$ cat config.mk
export PLATFORM = sky130hd
export DESIGN_NAME = tws_top
export DESIGN_NICKNAME = d
export VERILOG_FILES = /design/src/hw/tws_sync.v /design/src/hw/tws_pinmux.v /design/src/hw/tws_top.v
export VERILOG_INCLUDE_DIRS = /design/src /design/src/hw
export SDC_FILE = /design/constraint.sdc
export NUM_CORES = 1
export LEC_CHECK = 0
export ABC_CLOCK_PERIOD_IN_PS = 4900
export BUFFER_PORTS_ARGS = -buffer_cell sky130_fd_sc_hd__buf_2
export CORE_MARGIN = 2
export CORE_UTILIZATION = 30
export DETAILED_ROUTE_END_ITERATION = 16
export PLACE_DENSITY_LB_ADDON = 0.12
export SLEW_MARGIN = 20
export SYNTH_ARGS = -nofsm -noshare
export SYNTH_HDL_FRONTEND = slang
export SYNTH_SLANG_ARGS = --single-unit
export TNS_END_PERCENT = 50
$ cat constraint.sdc
create_clock -name clk_sys_i -period 4.9 [get_ports clk_sys_i]
set_input_delay 0.98 -clock clk_sys_i [delete_from_list [all_inputs] [get_ports clk_sys_i]]
set_output_delay 0.98 -clock clk_sys_i [all_outputs]
set_load 0.02 [all_outputs]
$ cat src/hw/tws_consts.vh
// Purpose: constants of the two-wire serial controller with pin routing
// Assumes: included by bare name from the design files
// Notes: offsets are byte addresses on the plain register port
`ifndef TWS_CONSTS_VH
`define TWS_CONSTS_VH

// Register offsets
`define TWS_ADDR_CFG  8'h09
`define TWS_ADDR_CTL  8'h28
`define TWS_ADDR_DAT  8'h29

// Reset values
`define TWS_CFG_RST   8'h00
`define TWS_CTL_RST   8'h00

// Shared configuration fields
`define TWS_CFG_POS   7
`define TWS_CFG_WID1  1
`define TWS_CFG_WID0  0
`define TWS_CFG_WMASK 8'hB3

// Status and control fields
`define TWS_CTL_MSTR  7
`define TWS_CTL_CONT  6
`define TWS_CTL_XMIT  5
`define TWS_CTL_ACK   4
`define TWS_CTL_ADDR  3
`define TWS_CTL_ARB   2
`define TWS_CTL_RSTOP 1
`define TWS_CTL_EN    0

// Timing: half period of a 100 kHz serial clock
`define TWS_CLK_MHZ   200
`define TWS_HALF_NS   5000
`define TWS_HALF_CYC  ((`TWS_HALF_NS * `TWS_CLK_MHZ) / 1000)

`endif

$ cat src/hw/tws_sync.v
// Purpose: two-stage synchroniser for asynchronous pin levels
// Assumes: inputs are levels from outside the clock domain
// Notes: only the second stage may be read by other logic
`default_nettype none

module tws_sync #(
  parameter W = 4
) (
  input  wire         clk_sys_i,
  input  wire         sys_rst_i,
  input  wire [W-1:0] async_i,
  output wire [W-1:0] sync_o
);

  reg [W-1:0] meta_r;
  reg [W-1:0] sync_r;

  genvar g;
  generate
    for (g = 0; g < W; g = g + 1)
    begin : g_bit
      always @(posedge clk_sys_i or posedge sys_rst_i)
      begin
        if (sys_rst_i)
        begin
          meta_r[g] <= 1'b1;
          sync_r[g] <= 1'b1;
        end
        else
        begin
          meta_r[g] <= async_i[g];
          sync_r[g] <= meta_r[g];
        end
      end
    end
  endgenerate

  assign sync_o = sync_r;

endmodule

`default_nettype wire

$ cat src/hw/tws_pinmux.v
// Purpose: routes serial lines and parallel port ownership onto GP ports
// Assumes: configuration comes straight from the shared register
// Notes: all pin outputs are registered
`default_nettype none
`include "tws_consts.vh"

module tws_pinmux (
  input  wire       clk_sys_i,
  input  wire       sys_rst_i,
  input  wire [7:0] cfg_i,
  input  wire       en_i,
  input  wire       scl_drv_i,
  input  wire       sda_drv_i,
  output wire       sel_p2_o,
  output reg  [1:0] p1_tw_o,
  output reg  [1:0] p2_tw_o,
  output reg  [1:0] p1_tw_oe_o,
  output reg  [1:0] p2_tw_oe_o,
  output reg        p1_tw_od_o,
  output reg        p2_tw_od_o,
  output reg        par_p0_own_o,
  output reg        par_p1_own_o,
  output reg        par_p3_own_o,
  output reg  [3:0] par_cfg_o
);

  wire [1:0] wid = {cfg_i[`TWS_CFG_WID1], cfg_i[`TWS_CFG_WID0]};
  // Width bit 1 overrides the position bit
  assign sel_p2_o = wid[1] | cfg_i[`TWS_CFG_POS];

  wire [1:0] drv = en_i ? {sda_drv_i, scl_drv_i} : 2'b00;

  always @(posedge clk_sys_i or posedge sys_rst_i)
  begin
    if (sys_rst_i)
    begin
      p1_tw_o      <= 2'b00;
      p2_tw_o      <= 2'b00;
      p1_tw_oe_o   <= 2'b00;
      p2_tw_oe_o   <= 2'b00;
      p1_tw_od_o   <= 1'b0;
      p2_tw_od_o   <= 1'b0;
      par_p0_own_o <= 1'b0;
      par_p1_own_o <= 1'b0;
      par_p3_own_o <= 1'b0;
      par_cfg_o    <= 4'h0;
    end
    else
    begin
      p1_tw_o      <= 2'b00;
      p2_tw_o      <= 2'b00;
      p1_tw_oe_o   <= sel_p2_o ? 2'b00 : drv;
      p2_tw_oe_o   <= sel_p2_o ? drv : 2'b00;
      p1_tw_od_o   <= en_i & ~sel_p2_o;
      p2_tw_od_o   <= en_i & sel_p2_o;
      par_p0_own_o <= wid != 2'b00;
      par_p1_own_o <= wid[1];
      par_p3_own_o <= wid == 2'b11;
      par_cfg_o    <= cfg_i[5:2];
    end
  end

endmodule

`default_nettype wire

$ cat src/hw/tws_top.v
// Purpose: two-wire serial controller with shared pin routing register
// Assumes: one 200 MHz clock; registers on a plain one-cycle port
// Notes: byte engine holds the clock low while firmware responds
//
// What this block does
// - Reset clears the whole shared configuration register.
// - Nonzero port-width field activates the parallel port and takes pins.
// - Width 11 uses ports 3,1,0; 10 ports 1,0; 01 port 0; 00 off.
// - Width bit 1 puts serial pins on port 2; else position bit selects.
// - Serial clock goes to bit 0, data to bit 1 of chosen port.
// - Serial function stays inactive until its own enable bit is set.
// - Enable forces the chosen port's two low bits into open drain.
// - Config bits 5..4 serve only the parallel port, 3..2 read as 0; 7,1,0 route pins.
// - Master, slave and multi-master bus operation are supported.
// - Bus is held stalled while waiting for firmware to respond.
// - Interrupt per byte, on receive-slave stop with acknowledge set, and on lost arbitration.
// - Data address reads received byte, writes byte to transmit.
// - Status bits are valid when the interrupt is raised.
// - Serial lines are driven only by the controller when enabled.
// - Setting master role sends start then first byte from data.
// - Clearing master role sends stop; lost arbitration clears it.
// - Writing proceed starts next byte; reads busy until done.
// - Receive drives acknowledge per byte; transmit reports acknowledge.
//
// Decided for this implementation: the address-and-strobe port.
`default_nettype none
`include "tws_consts.vh"

module tws_top (
  input  wire       clk_sys_i,
  input  wire       sys_rst_i,
  input  wire [7:0] reg_addr_i,
  input  wire [7:0] reg_wdata_i,
  input  wire       reg_wr_i,
  input  wire       reg_rd_i,
  output reg  [7:0] reg_rdata_o,
  output reg        tw_irq_o,
  input  wire [1:0] p1_tw_i,
  input  wire [1:0] p2_tw_i,
  output wire [1:0] p1_tw_o,
  output wire [1:0] p2_tw_o,
  output wire [1:0] p1_tw_oe_o,
  output wire [1:0] p2_tw_oe_o,
  output wire       p1_tw_od_o,
  output wire       p2_tw_od_o,
  output wire       par_p0_own_o,
  output wire       par_p1_own_o,
  output wire       par_p3_own_o,
  output wire [3:0] par_cfg_o
);

  localparam [3:0] ST_IDLE  = 4'h0;
  localparam [3:0] ST_MSTRT = 4'h1;
  localparam [3:0] ST_MLOW  = 4'h2;
  localparam [3:0] ST_MHIGH = 4'h3;
  localparam [3:0] ST_HOLD  = 4'h4;
  localparam [3:0] ST_STOP1 = 4'h5;
  localparam [3:0] ST_STOP2 = 4'h6;
  localparam [3:0] ST_STOP3 = 4'h7;
  localparam [3:0] ST_RS1   = 4'h8;
  localparam [3:0] ST_RS2   = 4'h9;
  localparam [3:0] ST_SBITS = 4'hA;
  localparam integer HALF_I = `TWS_HALF_CYC;
  localparam [10:0] HALF    = HALF_I[10:0];

  // Released level of the data line for the current bit
  function bit_val;
    input       tx;
    input [3:0] cnt;
    input       msb;
    input       ack;
    begin
      if (cnt < 4'd8)
        bit_val = tx ? msb : 1'b1;
      else
        bit_val = tx ? 1'b1 : ~ack;
    end
  endfunction

  reg  [7:0]  cfg_r;
  reg         en_r, mstr_r, busy_r, xmit_r, ack_r, addr_r, arb_r, rstop_r;
  reg         restart_r;
  reg  [7:0]  tx_r, rx_r, shift_r;
  reg  [3:0]  state_r, bitcnt_r;
  reg  [10:0] tmr_r;
  reg         scl_drv_r, sda_drv_r, dir_r, mact_r, sact_r;
  reg         bus_busy_r, scl_q_r, sda_q_r, smp_r;
  wire [3:0]  pin_s;
  wire        sel_p2;

  tws_sync #(
    .W (4)
  ) u_sync (
    .clk_sys_i (clk_sys_i),
    .sys_rst_i (sys_rst_i),
    .async_i   ({p2_tw_i, p1_tw_i}),
    .sync_o    (pin_s)
  );

  tws_pinmux u_pinmux (
    .clk_sys_i    (clk_sys_i),
    .sys_rst_i    (sys_rst_i),
    .cfg_i        (cfg_r),
    .en_i         (en_r),
    .scl_drv_i    (scl_drv_r),
    .sda_drv_i    (sda_drv_r),
    .sel_p2_o     (sel_p2),
    .p1_tw_o      (p1_tw_o),
    .p2_tw_o      (p2_tw_o),
    .p1_tw_oe_o   (p1_tw_oe_o),
    .p2_tw_oe_o   (p2_tw_oe_o),
    .p1_tw_od_o   (p1_tw_od_o),
    .p2_tw_od_o   (p2_tw_od_o),
    .par_p0_own_o (par_p0_own_o),
    .par_p1_own_o (par_p1_own_o),
    .par_p3_own_o (par_p3_own_o),
    .par_cfg_o    (par_cfg_o)
  );

  wire scl_s   = sel_p2 ? pin_s[2] : pin_s[0];
  wire sda_s   = sel_p2 ? pin_s[3] : pin_s[1];
  wire scl_up  = scl_s & ~scl_q_r;
  wire scl_dn  = ~scl_s & scl_q_r;
  wire start_d = scl_s & scl_q_r & sda_q_r & ~sda_s;
  wire stop_d  = scl_s & scl_q_r & ~sda_q_r & sda_s;
  wire tmr_0   = tmr_r == 11'd0;
  wire wr_cfg  = reg_wr_i & (reg_addr_i == `TWS_ADDR_CFG);
  wire wr_ctl  = reg_wr_i & (reg_addr_i == `TWS_ADDR_CTL) & ~busy_r;
  wire wr_dat  = reg_wr_i & (reg_addr_i == `TWS_ADDR_DAT);
  wire go      = busy_r | ~mstr_r;
  wire [7:0] sh_in = {shift_r[6:0], sda_s};
  wire [7:0] ss_in = {shift_r[6:0], smp_r};
  wire [3:0] cnt_p = bitcnt_r + 4'd1;
  wire [7:0] ctl_v = {mstr_r, busy_r, xmit_r, ack_r,
                      addr_r, arb_r, rstop_r, en_r};

  // Register read port, data one cycle after the strobe
  always @(posedge clk_sys_i or posedge sys_rst_i)
  begin
    if (sys_rst_i)
      reg_rdata_o <= 8'h00;
    else if (reg_rd_i)
    begin
      case (reg_addr_i)
        `TWS_ADDR_CFG: reg_rdata_o <= cfg_r;
        `TWS_ADDR_CTL: reg_rdata_o <= ctl_v;
        `TWS_ADDR_DAT: reg_rdata_o <= rx_r;
        default:       reg_rdata_o <= 8'h00;
      endcase
    end
    else
      reg_rdata_o <= 8'h00;
  end

  always @(posedge clk_sys_i or posedge sys_rst_i)
  begin
    if (sys_rst_i)
    begin
      cfg_r <= `TWS_CFG_RST;
      tx_r  <= 8'h00;
    end
    else
    begin
      if (wr_cfg)
        cfg_r <= reg_wdata_i & `TWS_CFG_WMASK;
      if (wr_dat)
        tx_r <= reg_wdata_i;
    end
  end

  always @(posedge clk_sys_i or posedge sys_rst_i)
  begin
    if (sys_rst_i)
    begin
      {mstr_r, busy_r, xmit_r, ack_r,
       addr_r, arb_r, rstop_r, en_r} <= `TWS_CTL_RST;
      restart_r  <= 1'b0;
      rx_r       <= 8'h00;
      shift_r    <= 8'h00;
      state_r    <= ST_IDLE;
      bitcnt_r   <= 4'h0;
      tmr_r      <= 11'd0;
      scl_drv_r  <= 1'b0;
      sda_drv_r  <= 1'b0;
      dir_r      <= 1'b0;
      mact_r     <= 1'b0;
      sact_r     <= 1'b0;
      bus_busy_r <= 1'b0;
      scl_q_r    <= 1'b1;
      sda_q_r    <= 1'b1;
      smp_r      <= 1'b1;
      tw_irq_o   <= 1'b0;
    end
    else
    begin
      scl_q_r  <= scl_s;
      sda_q_r  <= sda_s;
      tw_irq_o <= 1'b0;
      if (!tmr_0)
        tmr_r <= tmr_r - 11'd1;
      if (start_d)
        bus_busy_r <= 1'b1;
      else if (stop_d)
        bus_busy_r <= 1'b0;

      // Firmware writes first; hardware events below win the same cycle
      if (wr_ctl)
      begin
        en_r    <= reg_wdata_i[`TWS_CTL_EN];
        xmit_r  <= reg_wdata_i[`TWS_CTL_XMIT];
        ack_r   <= reg_wdata_i[`TWS_CTL_ACK];
        mstr_r  <= reg_wdata_i[`TWS_CTL_MSTR];
        rstop_r <= reg_wdata_i[`TWS_CTL_RSTOP];
        arb_r   <= reg_wdata_i[`TWS_CTL_ARB] & ~mstr_r;
        busy_r  <= reg_wdata_i[`TWS_CTL_CONT] |
                   (reg_wdata_i[`TWS_CTL_MSTR] & ~mstr_r);
        restart_r <= reg_wdata_i[`TWS_CTL_ARB] & mstr_r &
                     reg_wdata_i[`TWS_CTL_CONT];
        if (reg_wdata_i[`TWS_CTL_CONT])
          addr_r <= 1'b0;
      end

      if (!en_r)
      begin
        state_r   <= ST_IDLE;
        scl_drv_r <= 1'b0;
        sda_drv_r <= 1'b0;
        mact_r    <= 1'b0;
        sact_r    <= 1'b0;
      end
      else if (!mact_r && stop_d && sact_r)
      begin
        if (!dir_r && ack_r)
        begin
          rstop_r  <= 1'b1;
          tw_irq_o <= 1'b1;
          busy_r   <= 1'b0;
        end
        state_r   <= ST_IDLE;
        scl_drv_r <= 1'b0;
        sda_drv_r <= 1'b0;
        sact_r    <= 1'b0;
      end
      else if (!mact_r && start_d)
      begin
        state_r   <= ST_SBITS;
        sact_r    <= 1'b1;
        addr_r    <= 1'b1;
        dir_r     <= 1'b0;
        bitcnt_r  <= 4'h0;
        sda_drv_r <= 1'b0;
        scl_drv_r <= 1'b0;
      end
      else
      begin
        case (state_r)
          ST_IDLE:
          begin
            if (mstr_r && busy_r && !bus_busy_r)
            begin
              state_r   <= ST_MSTRT;
              mact_r    <= 1'b1;
              sda_drv_r <= 1'b1;
              tmr_r     <= HALF;
            end
          end
          ST_MSTRT:
          begin
            if (tmr_0)
            begin
              scl_drv_r <= 1'b1;
              shift_r   <= tx_r;
              dir_r     <= 1'b1;
              bitcnt_r  <= 4'h0;
              tmr_r     <= HALF;
              state_r   <= ST_MLOW;
            end
          end
          ST_MLOW:
          begin
            sda_drv_r <= ~bit_val(dir_r, bitcnt_r, shift_r[7], ack_r);
            if (tmr_0)
            begin
              scl_drv_r <= 1'b0;
              tmr_r     <= HALF;
              state_r   <= ST_MHIGH;
            end
          end
          ST_MHIGH:
          begin
            if (!scl_s)
              tmr_r <= HALF; // Clock stretched by another party
            else if (tmr_0)
            begin
              scl_drv_r <= 1'b1;
              tmr_r     <= HALF;
              state_r   <= ST_MLOW;
              if (dir_r && bitcnt_r < 4'd8 && !sda_drv_r && !sda_s)
              begin
                mstr_r    <= 1'b0;
                arb_r     <= 1'b1;
                addr_r    <= 1'b1;
                busy_r    <= 1'b0;
                tw_irq_o  <= 1'b1;
                mact_r    <= 1'b0;
                scl_drv_r <= 1'b0;
                sda_drv_r <= 1'b0;
                state_r   <= ST_IDLE;
              end
              else if (bitcnt_r < 4'd8)
              begin
                shift_r  <= sh_in;
                bitcnt_r <= cnt_p;
                if (bitcnt_r == 4'd7 && !dir_r)
                begin
                  rx_r     <= sh_in;
                  busy_r   <= 1'b0;
                  tw_irq_o <= 1'b1;
                  state_r  <= ST_HOLD;
                end
              end
              else if (dir_r)
              begin
                ack_r    <= ~sda_s;
                bitcnt_r <= 4'h0;
                busy_r   <= 1'b0;
                tw_irq_o <= 1'b1;
                state_r  <= ST_HOLD;
              end
              else
              begin
                bitcnt_r <= 4'h0;
                dir_r    <= xmit_r;
                shift_r  <= tx_r;
                state_r  <= mstr_r ? ST_MLOW : ST_STOP1;
              end
            end
          end
          ST_HOLD:
          begin
            if (!mact_r && busy_r)
            begin
              scl_drv_r <= 1'b0;
              state_r   <= ST_SBITS;
              if (bitcnt_r == 4'd8)
                sda_drv_r <= ~bit_val(dir_r, bitcnt_r, 1'b1, ack_r);
              else
              begin
                dir_r     <= xmit_r;
                shift_r   <= tx_r;
                sda_drv_r <= ~bit_val(xmit_r, 4'h0, tx_r[7], ack_r);
              end
            end
            else if (mact_r && go)
            begin
              tmr_r   <= HALF;
              state_r <= ST_MLOW;
              if (bitcnt_r == 4'd8)
                state_r <= ST_MLOW;
              else if (!mstr_r)
                state_r <= ST_STOP1;
              else if (restart_r)
              begin
                restart_r <= 1'b0;
                state_r   <= ST_RS1;
              end
              else
              begin
                dir_r   <= xmit_r;
                shift_r <= tx_r;
              end
            end
          end
          ST_STOP1:
          begin
            sda_drv_r <= 1'b1;
            if (tmr_0)
            begin
              scl_drv_r <= 1'b0;
              tmr_r     <= HALF;
              state_r   <= ST_STOP2;
            end
          end
          ST_STOP2:
          begin
            if (!scl_s)
              tmr_r <= HALF;
            else if (tmr_0)
            begin
              sda_drv_r <= 1'b0;
              tmr_r     <= HALF;
              state_r   <= ST_STOP3;
            end
          end
          ST_STOP3:
          begin
            if (tmr_0)
            begin
              mact_r  <= 1'b0;
              mstr_r  <= 1'b0;
              busy_r  <= 1'b0;
              state_r <= ST_IDLE;
            end
          end
          ST_RS1:
          begin
            sda_drv_r <= 1'b0;
            if (tmr_0)
            begin
              scl_drv_r <= 1'b0;
              tmr_r     <= HALF;
              state_r   <= ST_RS2;
            end
          end
          ST_RS2:
          begin
            if (!scl_s)
              tmr_r <= HALF;
            else if (tmr_0)
            begin
              sda_drv_r <= 1'b1;
              tmr_r     <= HALF;
              state_r   <= ST_MSTRT;
            end
          end
          ST_SBITS:
          begin
            if (scl_up)
              smp_r <= sda_s;
            if (scl_dn)
            begin
              if (bitcnt_r < 4'd8)
              begin
                shift_r  <= ss_in;
                bitcnt_r <= cnt_p;
                sda_drv_r <= ~bit_val(dir_r, cnt_p, ss_in[7], ack_r);
                if (bitcnt_r == 4'd7 && !dir_r)
                begin
                  rx_r      <= ss_in;
                  scl_drv_r <= 1'b1;
                  sda_drv_r <= 1'b0;
                  busy_r    <= 1'b0;
                  tw_irq_o  <= 1'b1;
                  state_r   <= ST_HOLD;
                end
              end
              else
              begin
                bitcnt_r  <= 4'h0;
                sda_drv_r <= 1'b0;
                if (dir_r)
                begin
                  ack_r     <= ~smp_r;
                  scl_drv_r <= 1'b1;
                  busy_r    <= 1'b0;
                  tw_irq_o  <= 1'b1;
                  state_r   <= ST_HOLD;
                end
              end
            end
          end
          default:
            state_r <= ST_IDLE;
        endcase
      end
    end
  end

endmodule

`default_nettype wire

==> qor.json, run 1 <==
{
  "cts": {
    "path_clk_slew_ns": 0.07,
    "hold_buffers": 0,
    "cts_buffers": 9,
    "h-tree-depth": 3,
    "clockRootBuffer": "clkbuf_16",
    "cts_tree": "built",
    "clock_tree.buffer_depth": 2,
    "post_cts.resized_instances": 0,
    "clock_net_sink_count": 94,
    "worstSkewPairLatency_ns": 0.35,
    "post_cts_buffers": 0
  },
  "floorplanning": {
    "die_y_um": 135.1,
    "die_x_um": 135.1,
    "placement_rows": 47,
    "design.core.area_um2": 16700,
    "boundaryPins": 50,
    "design.die.area_um2": 18240,
    "initial_core_util": 0.3086
  },
  "route": {
    "route.vias.total": 4104,
    "postRouteAntennaNets": 0,
    "drc_errors": 0,
    "post_drt_via_cell_ratio": 5.309,
    "routed_wl_um": 14150,
    "drt-initial-drc-count": 323,
    "tritonroute_pass_1_iters": 5,
    "route.detailed.wl_per_inst_um": 18.31
  },
  "sta": {
    "maxSlewHeadroom": 0.4116,
    "hold_violations": 0,
    "post_layout_worst_setup_margin_ns": 1.523,
    "post-route-period-util": 0.6892,
    "final_setup_vio_count": 0,
    "fin_setup_tns_ns": 0,
    "clock.fmax_mhz": 296.1,
    "fin_skew_ns": 0.01094,
    "whs_ns": 0.3571,
    "max_slew.worst_pin.slew_ns": 0.8759,
    "min_period_ns": 3.377,
    "timing.final.max_slew_violations": 0,
    "rsz0062_at_grt": "false"
  },
  "logic_synthesis": {
    "dominantRegCellSynth": "dfrtp_1",
    "synthesis.area_per_instance_um2": 9.949,
    "yosys.area_share.simple": 0.1896,
    "synth.top_cells.by_count": "dfrtp_1, nor2_1, mux2_2",
    "seq_area_frac_synth": 0.4591,
    "synth_most_common_cell": "dfrtp_1",
    "yosys.area.top_type_share": 0.4030,
    "syn_inst": 518,
    "synth.lib_cells_used.distinct": 71,
    "synthArstFlopShare": 1.000,
    "synth_top_cell_by_area": "dfrtp_1",
    "synth-seq-cells": 94,
    "synth_compound_area_frac": 0.1486,
    "synth-xor-area-share": 0.01190,
    "ys.warnings.count": 0,
    "synth_top_family_by_area": "simple AND/OR/NAND/NOR gates",
    "post_synth_fa_ha_maj_area_fraction": 0.01457,
    "post_synth_main_area_contributors": "dfrtp_1, mux2_2, dfstp_2",
    "mappedNetlistArea_um2": 5154,
    "synthMuxAreaShare": 0.1299,
    "synth-edff-count": 0
  },
  "layout": {
    "fillCellCount": 1689,
    "final_design_area_no_fill_um2": 5824,
    "antenna_diode_count": 0,
    "num-nets-final": 578,
    "syn2layout_area_growth_pct": 13.01,
    "fin_cells": 773,
    "finish.utilization": 0.3487,
    "layout-drive-gt1-share": 0.2405
  },
  "placed_design": {
    "gpl.final_weighted_congestion": 0.9027,
    "placed_cells": 757,
    "place.port_buffers": 43,
    "dp_worst_setup_slack_ns": 1.536,
    "place_area_um2": 5543,
    "place.detailed.hpwl_um": 10310
  },
  "setup_path": {
    "critical_path.max_stage_delay_ns": 0.80,
    "critical_path.reg2reg.startpoint": "cfg_r[1]$_DFFE_PP0P_",
    "path_cells": "o21ai_0 > and2_1 > inv_1 > nand4_1 > nand3_1 > nor4b_4 > mux2_2",
    "critical_path.n_buffers_inverters": 1,
    "slowest_stage": "nor4b_4",
    "startpoint_type": "flip-flop",
    "timing.critical_path.from": "cfg_r[1]$_DFFE_PP0P_",
    "arrival_ns": 3.61,
    "timing.critical_path.max_delay_family": "simple AND/OR/NAND/NOR gates",
    "cp.required_ns": 5.14,
    "critical_path.max_fanout": 13,
    "setup.worst_path.end_class": "flip-flop",
    "critical_path_class": "flip-flop to flip-flop"
  },
  "global_routing": {
    "number_of_global_route_vias_before_repair": 4007,
    "antenna_violations_before_repair": 0,
    "grt_first_pass_wirelength_um": 22670,
    "grt.overflow.total": 0,
    "maximum_number_of_pins_on_one_net_before_global_route_repair": 63,
    "track_usage": 0.1623
  },
  "min_path": {
    "min-delay-start": "u_sync.meta_r[2]$_DFF_PP1_",
    "classification_of_the_worst_slack_hold_path": "flip-flop to flip-flop"
  },
  "run_status": {
    "run_status": "completed"
  },
  "power_and_ir_drop": {
    "static-leakage-power_nw": 2.624,
    "post-layout-total-power_mw": 2.967,
    "vdd_drop_max_uv": 173.2,
    "power.density_nw_per_um2": 509.4
  },
  "run": {
    "drv_cap": 0
  }
}
## cells in the final DEF, fill, tap and decap left out, types with 3 or more instances in the layout
cell and instances:
dfrtp_1 83, and2_1 8, clkbuf_16 9, buf_2 43
nand4bb_1 3, nand3_1 17, xor2_1 3, a211oi_1 4
mux2_4 8, nand2_1 27, mux2i_1 11, inv_6 3
or2_2 3, inv_1 15, a21oi_1 30, mux2_2 39
nor2b_1 9, conb_1 6, nand4_1 7, o211ai_1 4
o21ai_0 33, a31oi_1 10, nor2_1 46, and3_1 11
or3_1 5, xnor2_1 4, nor3_1 16, dfstp_2 11
a22oi_1 5, ha_1 6, nand2b_1 9, buf_4 6
nand3b_1 3
## per-layer routing
layer  wire (µm)  GRT usage
met1        6593     0.2195
met2        6758     0.2631
met3         596    0.02815
met4         205    0.05613
met5           0          0
## cells by family (layout without fill, tap and decap cells)
group,Yosys count,count (layout)
simple gates,181,181
buf+inv,53,83
compound gates,118,118
other cells,1,6
xor+xnor,7,7
mux,58,58
flops,94,94
fa+ha+maj,6,6
## registers in the layout, summed over array words and instances, names as in the netlist, 4 cells and up
name and count:
bitcnt_r 4, cfg_r 5, reg_rdata_o 8, rx_r 8, shift_r 8, state_r 4
tmr_r 11, tx_r 8, u_sync.meta_r 4, u_sync.sync_o 4
## worst paths after layout
check                                                    to  slack [ns]  depth (start not counted)
setup / recovery                     shift_r[6]$_DFFE_PP0P_        1.52                          7
hold / removal                   u_sync.sync_o[2]$_DFF_PP1_        0.36                          0
setup reg to reg                     shift_r[6]$_DFFE_PP0P_        1.52                          7
hold reg to reg                  u_sync.sync_o[2]$_DFF_PP1_        0.36                          0
max in group asynchronous               rx_r[0]$_DFFE_PP0P_        3.18                          3
min in group asynchronous  u_pinmux.p2_tw_oe_o[1]$_DFF_PP0_        0.78                          2
## cell type report
type                    instances  area (µm²)  area share
flip-flops and latches         94        2366      0.4062
clock inverters                 6       52.55    0.009023
multi-input cells             376        2571      0.4415
repair buffers                 49       260.3     0.04468
well taps                     220       275.3     0.04726
clock buffers                  10       229.0     0.03931
inverters                      18       70.07     0.01203
## worst reg2reg max path, delay by kind of cell, from the launching register on
family	cells	cell delay, ns
simple gates	4	1.94
flops	1	0.47
mux	1	0.41
compound gates	1	0.33
buf+inv	1	0.12
## power by group
| group | internal [mW] | switching, mW | total [mW] |
|---|---|---|---|
| Clock | 0.353 | 0.323 | 0.676 |
| Sequential | 0.918 | 0.197 | 1.11 |
| Combinational | 0.516 | 0.660 | 1.18 |
| Total | 1.79 | 1.18 | 2.97 |
No activity file was read; power rests on OpenSTA's default activity.
==> run 2: changes to the inputs <==
ABC_AREA = 1   (was default)
ABC_CLOCK_PERIOD_IN_PS = 2700   (was 4900)
clock period = 2.7 ns   (was 4.9 ns; I/O delays follow)
==> run 2 against run 1 <==
Against the previous run:
- final cell count grew 24%
- synthesized cell count grew 29%
- worst hold slack worse by 0.087 ns
- sequential share of layout area down 1.3 points
- core utilization grew 1.2 points
- non-clock buffer count grew 12
- clock skew decreased by 0.0018 ns
==> qor.json, run 2 <==
{
  "layout": {
    "max_ffs_per_register": {"value": 11, "change": "unchanged"},
    "most-common-layout-cells": {"value": "nand2_1, inv_1, dfrtp_1, nor2_1, o21ai_0", "change": "was dfrtp_1, nor2_1, buf_2, mux2_2, o21ai_0"},
    "layout-drive-gt1-share": {"value": 0.1769, "change": "was 0.2405"},
    "num-nets-final": {"value": 760, "change": "was 578"},
    "antenna_diode_count": {"value": 0, "change": "unchanged"},
    "syn2layout_area_growth": {"value": 16.48, "unit": "%", "change": "was 13.01%"},
    "most_common_library_cell_in_the_layout_ignoring_fill_and_taps": {"value": "nand2_1", "change": "was dfrtp_1"},
    "fillCellCount": {"value": 1784, "change": "was 1,689"},
    "registers.top_by_ff_count": {"value": "tmr_r", "change": "unchanged"}
  },
  "global_routing": {
    "grt_first_pass_wirelength": {"value": 25110, "unit": "µm", "change": "was 22,670 µm"},
    "maximum_number_of_pins_on_one_net_before_global_route_repair": {"value": 38, "change": "was 63"},
    "number_of_global_route_vias_before_repair": {"value": 4532, "change": "was 4,007"},
    "grt.overflow.total": {"value": 0, "change": "unchanged"},
    "track_usage": {"value": 0.1796, "change": "was 0.1623"},
    "antenna_violations_before_repair": {"value": 0, "change": "unchanged"}
  },
  "setup_path": {
    "crit_end": {"value": "state_r[0]$_DFFE_PP0P_", "change": "was shift_r[6]$_DFFE_PP0P_"},
    "rr_worst_depth": {"value": 13, "change": "was 7"},
    "critical_path_class": {"value": "flip-flop to flip-flop", "change": "unchanged"},
    "regToRegSetupSlack": {"value": 0.28, "unit": "ns", "change": "was 1.52 ns"},
    "slowest_stage": {"value": "dfrtp_1", "change": "was nor4b_4"},
    "timing.critical_path.from": {"value": "cfg_r[1]$_DFFE_PP0P_", "change": "unchanged"},
    "crit_path_frequent_cell": "nand2_1",
    "path_cells": {"value": "nor2_2 > nand2_1 > nand2_2 > nand2_1 > nor2_2 > nand2_2 > nand3_2 > buf_4 > a21oi_1 > nor2_2 > nand3_2 > nand2_1 > nand2_1", "change": "was o21ai_0 > and2_1 > inv_1 > nand4_1 > nand3_1 > nor4b_4 > mux2_2"},
    "critical_path.reg2reg.startpoint": {"value": "cfg_r[1]$_DFFE_PP0P_", "change": "unchanged"},
    "arrival": {"value": 2.66, "unit": "ns", "change": "was 3.61 ns"},
    "critical_path.max_stage_delay": {"value": 0.46, "unit": "ns", "change": "was 0.80 ns"},
    "worst_r2r_endpoint": {"value": "state_r[0]$_DFFE_PP0P_", "change": "was shift_r[6]$_DFFE_PP0P_"},
    "cp.required": {"value": 2.94, "unit": "ns", "change": "was 5.14 ns"},
    "critical_path.max_fanout": {"value": 12, "change": "was 13"},
    "setup.worst_path.end_class": {"value": "flip-flop", "change": "unchanged"},
    "startpoint_type": {"value": "flip-flop", "change": "unchanged"}
  },
  "floorplanning": {
    "initial_core_util": {"value": 0.3096, "change": "was 0.3086"},
    "design.die.area": {"value": 18300, "unit": "µm²", "change": "was 18,240 µm²"},
    "placement_rows": {"value": 47, "change": "unchanged"},
    "die_y": {"value": 135.3, "unit": "µm", "change": "was 135.1 µm"},
    "die_x": {"value": 135.3, "unit": "µm", "change": "was 135.1 µm"},
    "design.core.area": {"value": 16700, "unit": "µm²", "change": "unchanged"},
    "boundaryPins": {"value": 50, "change": "unchanged"}
  },
  "logic_synthesis": {
    "yosys.area.top_type_share": {"value": 0.4017, "change": "was 0.4030"},
    "ys.warnings.count": {"value": 0, "change": "unchanged"},
    "dominantRegCellSynth": {"value": "dfrtp_1", "change": "unchanged"},
    "syn_inst": {"value": 669, "change": "was 518"},
    "synth.top_cells.by_count": {"value": "nand2_1, inv_1, dfrtp_1", "change": "was dfrtp_1, nor2_1, mux2_2"},
    "synth.lib_cells_used.distinct": {"value": 47, "change": "was 71"},
    "synth_most_common_cell": {"value": "nand2_1", "change": "was dfrtp_1"},
    "mappedNetlistArea": {"value": 5170, "unit": "µm²", "change": "was 5154 µm²"},
    "synth_top_cell_by_area": {"value": "dfrtp_1", "change": "unchanged"},
    "synth-seq-cells": {"value": 94, "change": "unchanged"},
    "synthesis.area_per_instance": {"value": 7.728, "unit": "µm²", "change": "was 9.949 µm²"},
    "post_synth_main_area_contributors": {"value": "dfrtp_1, nand2_1, inv_1", "change": "was dfrtp_1, mux2_2, dfstp_2"},
    "synthArstFlopShare": {"value": 1.000, "change": "unchanged"},
    "synth-edff-count": {"value": 0, "change": "unchanged"},
    "seq_area_frac_synth": {"value": 0.4576, "change": "was 0.4591"}
  },
  "cts": {
    "cts_tree": {"value": "built", "change": "unchanged"},
    "h-tree-depth": {"value": 3, "change": "unchanged"},
    "worstSkewPairLatency": {"value": 0.35, "unit": "ns", "change": "about the same"},
    "clockRootBuffer": {"value": "clkbuf_16", "change": "unchanged"},
    "cts_buffers": {"value": 9, "change": "unchanged"},
    "clock_net_sink_count": {"value": 94, "change": "unchanged"},
    "hold_buffers": {"value": 0, "change": "unchanged"},
    "post_cts.resized_instances": {"value": 0, "change": "unchanged"},
    "post_cts_buffers": {"value": 0, "change": "unchanged"},
    "path_clk_slew": {"value": 0.07, "unit": "ns", "change": "about the same"},
    "clock_tree.buffer_depth": {"value": 2, "change": "unchanged"}
  },
  "route": {
    "routed_wl": {"value": 15570, "unit": "µm", "change": "was 14,150 µm"},
    "highest-signal-layer": {"value": "met4", "change": "unchanged"},
    "post_drt_via_cell_ratio": {"value": 4.844, "change": "was 5.309"},
    "drt-initial-drc-count": {"value": 365, "change": "was 323"},
    "postRouteAntennaNets": {"value": 0, "change": "unchanged"},
    "drc_errors": {"value": 0, "change": "unchanged"},
    "route.detailed.wl_per_inst": {"value": 16.30, "unit": "µm", "change": "was 18.31 µm"},
    "detailroute.wirelength.met3": {"value": 682, "unit": "µm", "change": "was 596 µm"},
    "detailed_routed_wire_length_on_met2": {"value": 7002, "unit": "µm", "change": "was 6758 µm"},
    "met1_length": {"value": 7639, "unit": "µm", "change": "was 6593 µm"},
    "tritonroute_pass_1_iters": {"value": 7, "change": "was 5"},
    "route.vias.total": {"value": 4626, "change": "was 4,104"}
  },
  "power_and_ir_drop": {
    "power.density": {"value": 573.7, "unit": "nW/µm²", "change": "was 509.4 nW/µm²"},
    "vdd_drop_max": {"value": 434.1, "unit": "µV", "change": "was 173.2 µV"},
    "static-leakage-power": {"value": 3.096, "unit": "nW", "change": "was 2.624 nW"}
  },
  "placed_design": {
    "place.detailed.hpwl": {"value": 12270, "unit": "µm", "change": "was 10,310 µm"},
    "gpl.final_weighted_congestion": {"value": 0.9129, "change": "was 0.9027"},
    "place.port_buffers": {"value": 43, "change": "unchanged"}
  },
  "run_status": {
    "run_status": {"value": "completed", "change": "unchanged"}
  },
  "run": {
    "drv_cap": {"value": 0, "change": "unchanged"}
  },
  "sta": {
    "post-route-period-util": {"value": 0.8973, "change": "was 0.6892"},
    "maxSlewHeadroom": {"value": 0.5673, "change": "was 0.4116"},
    "timing.final.max_slew_violations": {"value": 0, "change": "unchanged"},
    "max_slew.worst_pin.slew": {"value": 0.6477, "unit": "ns", "change": "was 0.8759 ns"},
    "fin_setup_tns": {"value": 0, "unit": "ns", "change": "unchanged"},
    "clock.fmax": {"value": 412.8, "unit": "MHz", "change": "was 296.1 MHz"},
    "min_period": {"value": 2.423, "unit": "ns", "change": "was 3.377 ns"},
    "fin_skew": {"value": 0.009107, "unit": "ns", "change": "was 0.01094 ns"},
    "rsz0062_at_grt": {"value": "false", "change": "unchanged"},
    "hold_violations": {"value": 0, "change": "unchanged"},
    "whs": {"value": 0.2705, "unit": "ns", "change": "was 0.3571 ns"},
    "final_setup_vio_count": {"value": 0, "change": "unchanged"}
  },
  "min_path": {
    "classification_of_the_worst_slack_hold_path": {"value": "primary input to asynchronous set/reset pin", "change": "was flip-flop to flip-flop"}
  }
}
run 2: cell count changes after synthesis, moves of 9 or more:
cell | before | now
nand2b_1 | 9 | 0
inv_1 | 16 | 84
o21ai_0 | 33 | 48
mux2_2 | 39 | 0
nand2_1 | 27 | 164
a31oi_1 | 10 | 0
and3_1 | 11 | 0
mux2i_1 | 11 | 0
nand3_1 | 17 | 43
nand2_2 | 0 | 12
nor2_1 | 46 | 61
clkbuf_1 | 18 | 3
nor2b_1 | 9 | 0
run 2: metal layers:
layer  vias up  global-route usage
met5         -                   0
met4         0             0.04861
met3        18             0.03779
met2       119              0.2778
met1      2196              0.2555
li1       2293                   -
run 2: through the flow:
step                      total power, mW  setup slack, ns  utilization  cells  instance area [µm²]
final                               3.455           0.2773       0.3606    955                 6022
after floorplan                     2.077           0.8574            -    674                 5192
after global placement              2.239           0.4346       0.3436    939                 5738
after global routing                3.667         0.007820       0.3606    955                 6022
after detailed placement            2.253           0.3137       0.3436    939                 5738
after CTS                           3.506           0.2843       0.3606    955                 6022
run 2: worst min path at each step:
stage | endpoint | start | slack (ns)
floorplan | u_sync.sync_o[0]$_DFF_PP1_ | u_sync.meta_r[0]$_DFF_PP1_ | 0.35
global placement | u_sync.sync_o[2]$_DFF_PP1_ | u_sync.meta_r[2]$_DFF_PP1_ | 0.35
detailed placement | u_sync.sync_o[0]$_DFF_PP1_ | u_sync.meta_r[0]$_DFF_PP1_ | 0.35
CTS | u_sync.meta_r[3]$_DFF_PP1_ | p2_tw_i[1] | 0.27
global route | u_sync.meta_r[3]$_DFF_PP1_ | p2_tw_i[1] | 0.27
finish | shift_r[3]$_DFFE_PP0P_ | sys_rst_i | 0.27
run 2: worst max-delay path: cells and delay by family (launching register included):
family	cells	cell delay (ns)
flip-flops	1	0.46
AO/OA/AOI/OAI	1	0.05
AND/OR/NAND/NOR	11	1.62
buffers and inverters	1	0.18
run 2: cells by family (layout without fill, tap and decap cells):
logic type | Yosys count | in the layout | synth area share
AOI/OAI and AO/OA | 108 | 108 | 0.1157
other | 1 | 6 | 0.0007253
DFF | 94 | 94 | 0.4576
muxes | 5 | 5 | 0.01089
xor gates and xnor gates | 5 | 5 | 0.008470
adders and majority gates | 6 | 6 | 0.01452
and+or+nand+nor | 341 | 341 | 0.3040
buffers and inverters | 109 | 170 | 0.08809
run 2: layout make-up:
type / instances / area (µm²) / share of cell area
Multi-Input combinational cell: 471 / 2367 / 0.3931
Sequential cell: 94 / 2366 / 0.3929
Timing Repair Buffer: 61 / 375.4 / 0.06233
Inverter: 93 / 354.1 / 0.05880
Tap cell: 220 / 275.3 / 0.04571
Clock buffer: 11 / 242.7 / 0.04031
Clock inverter: 5 / 41.29 / 0.006856
run 2: power by group:
| group | total (mW) | switching [mW] | internal (mW) |
|---|---|---|---|
| sequential | 1.65 | 0.104 | 1.55 |
| combinational | 0.568 | 0.365 | 0.203 |
| clock | 1.23 | 0.570 | 0.662 |
| total | 3.45 | 1.04 | 2.42 |
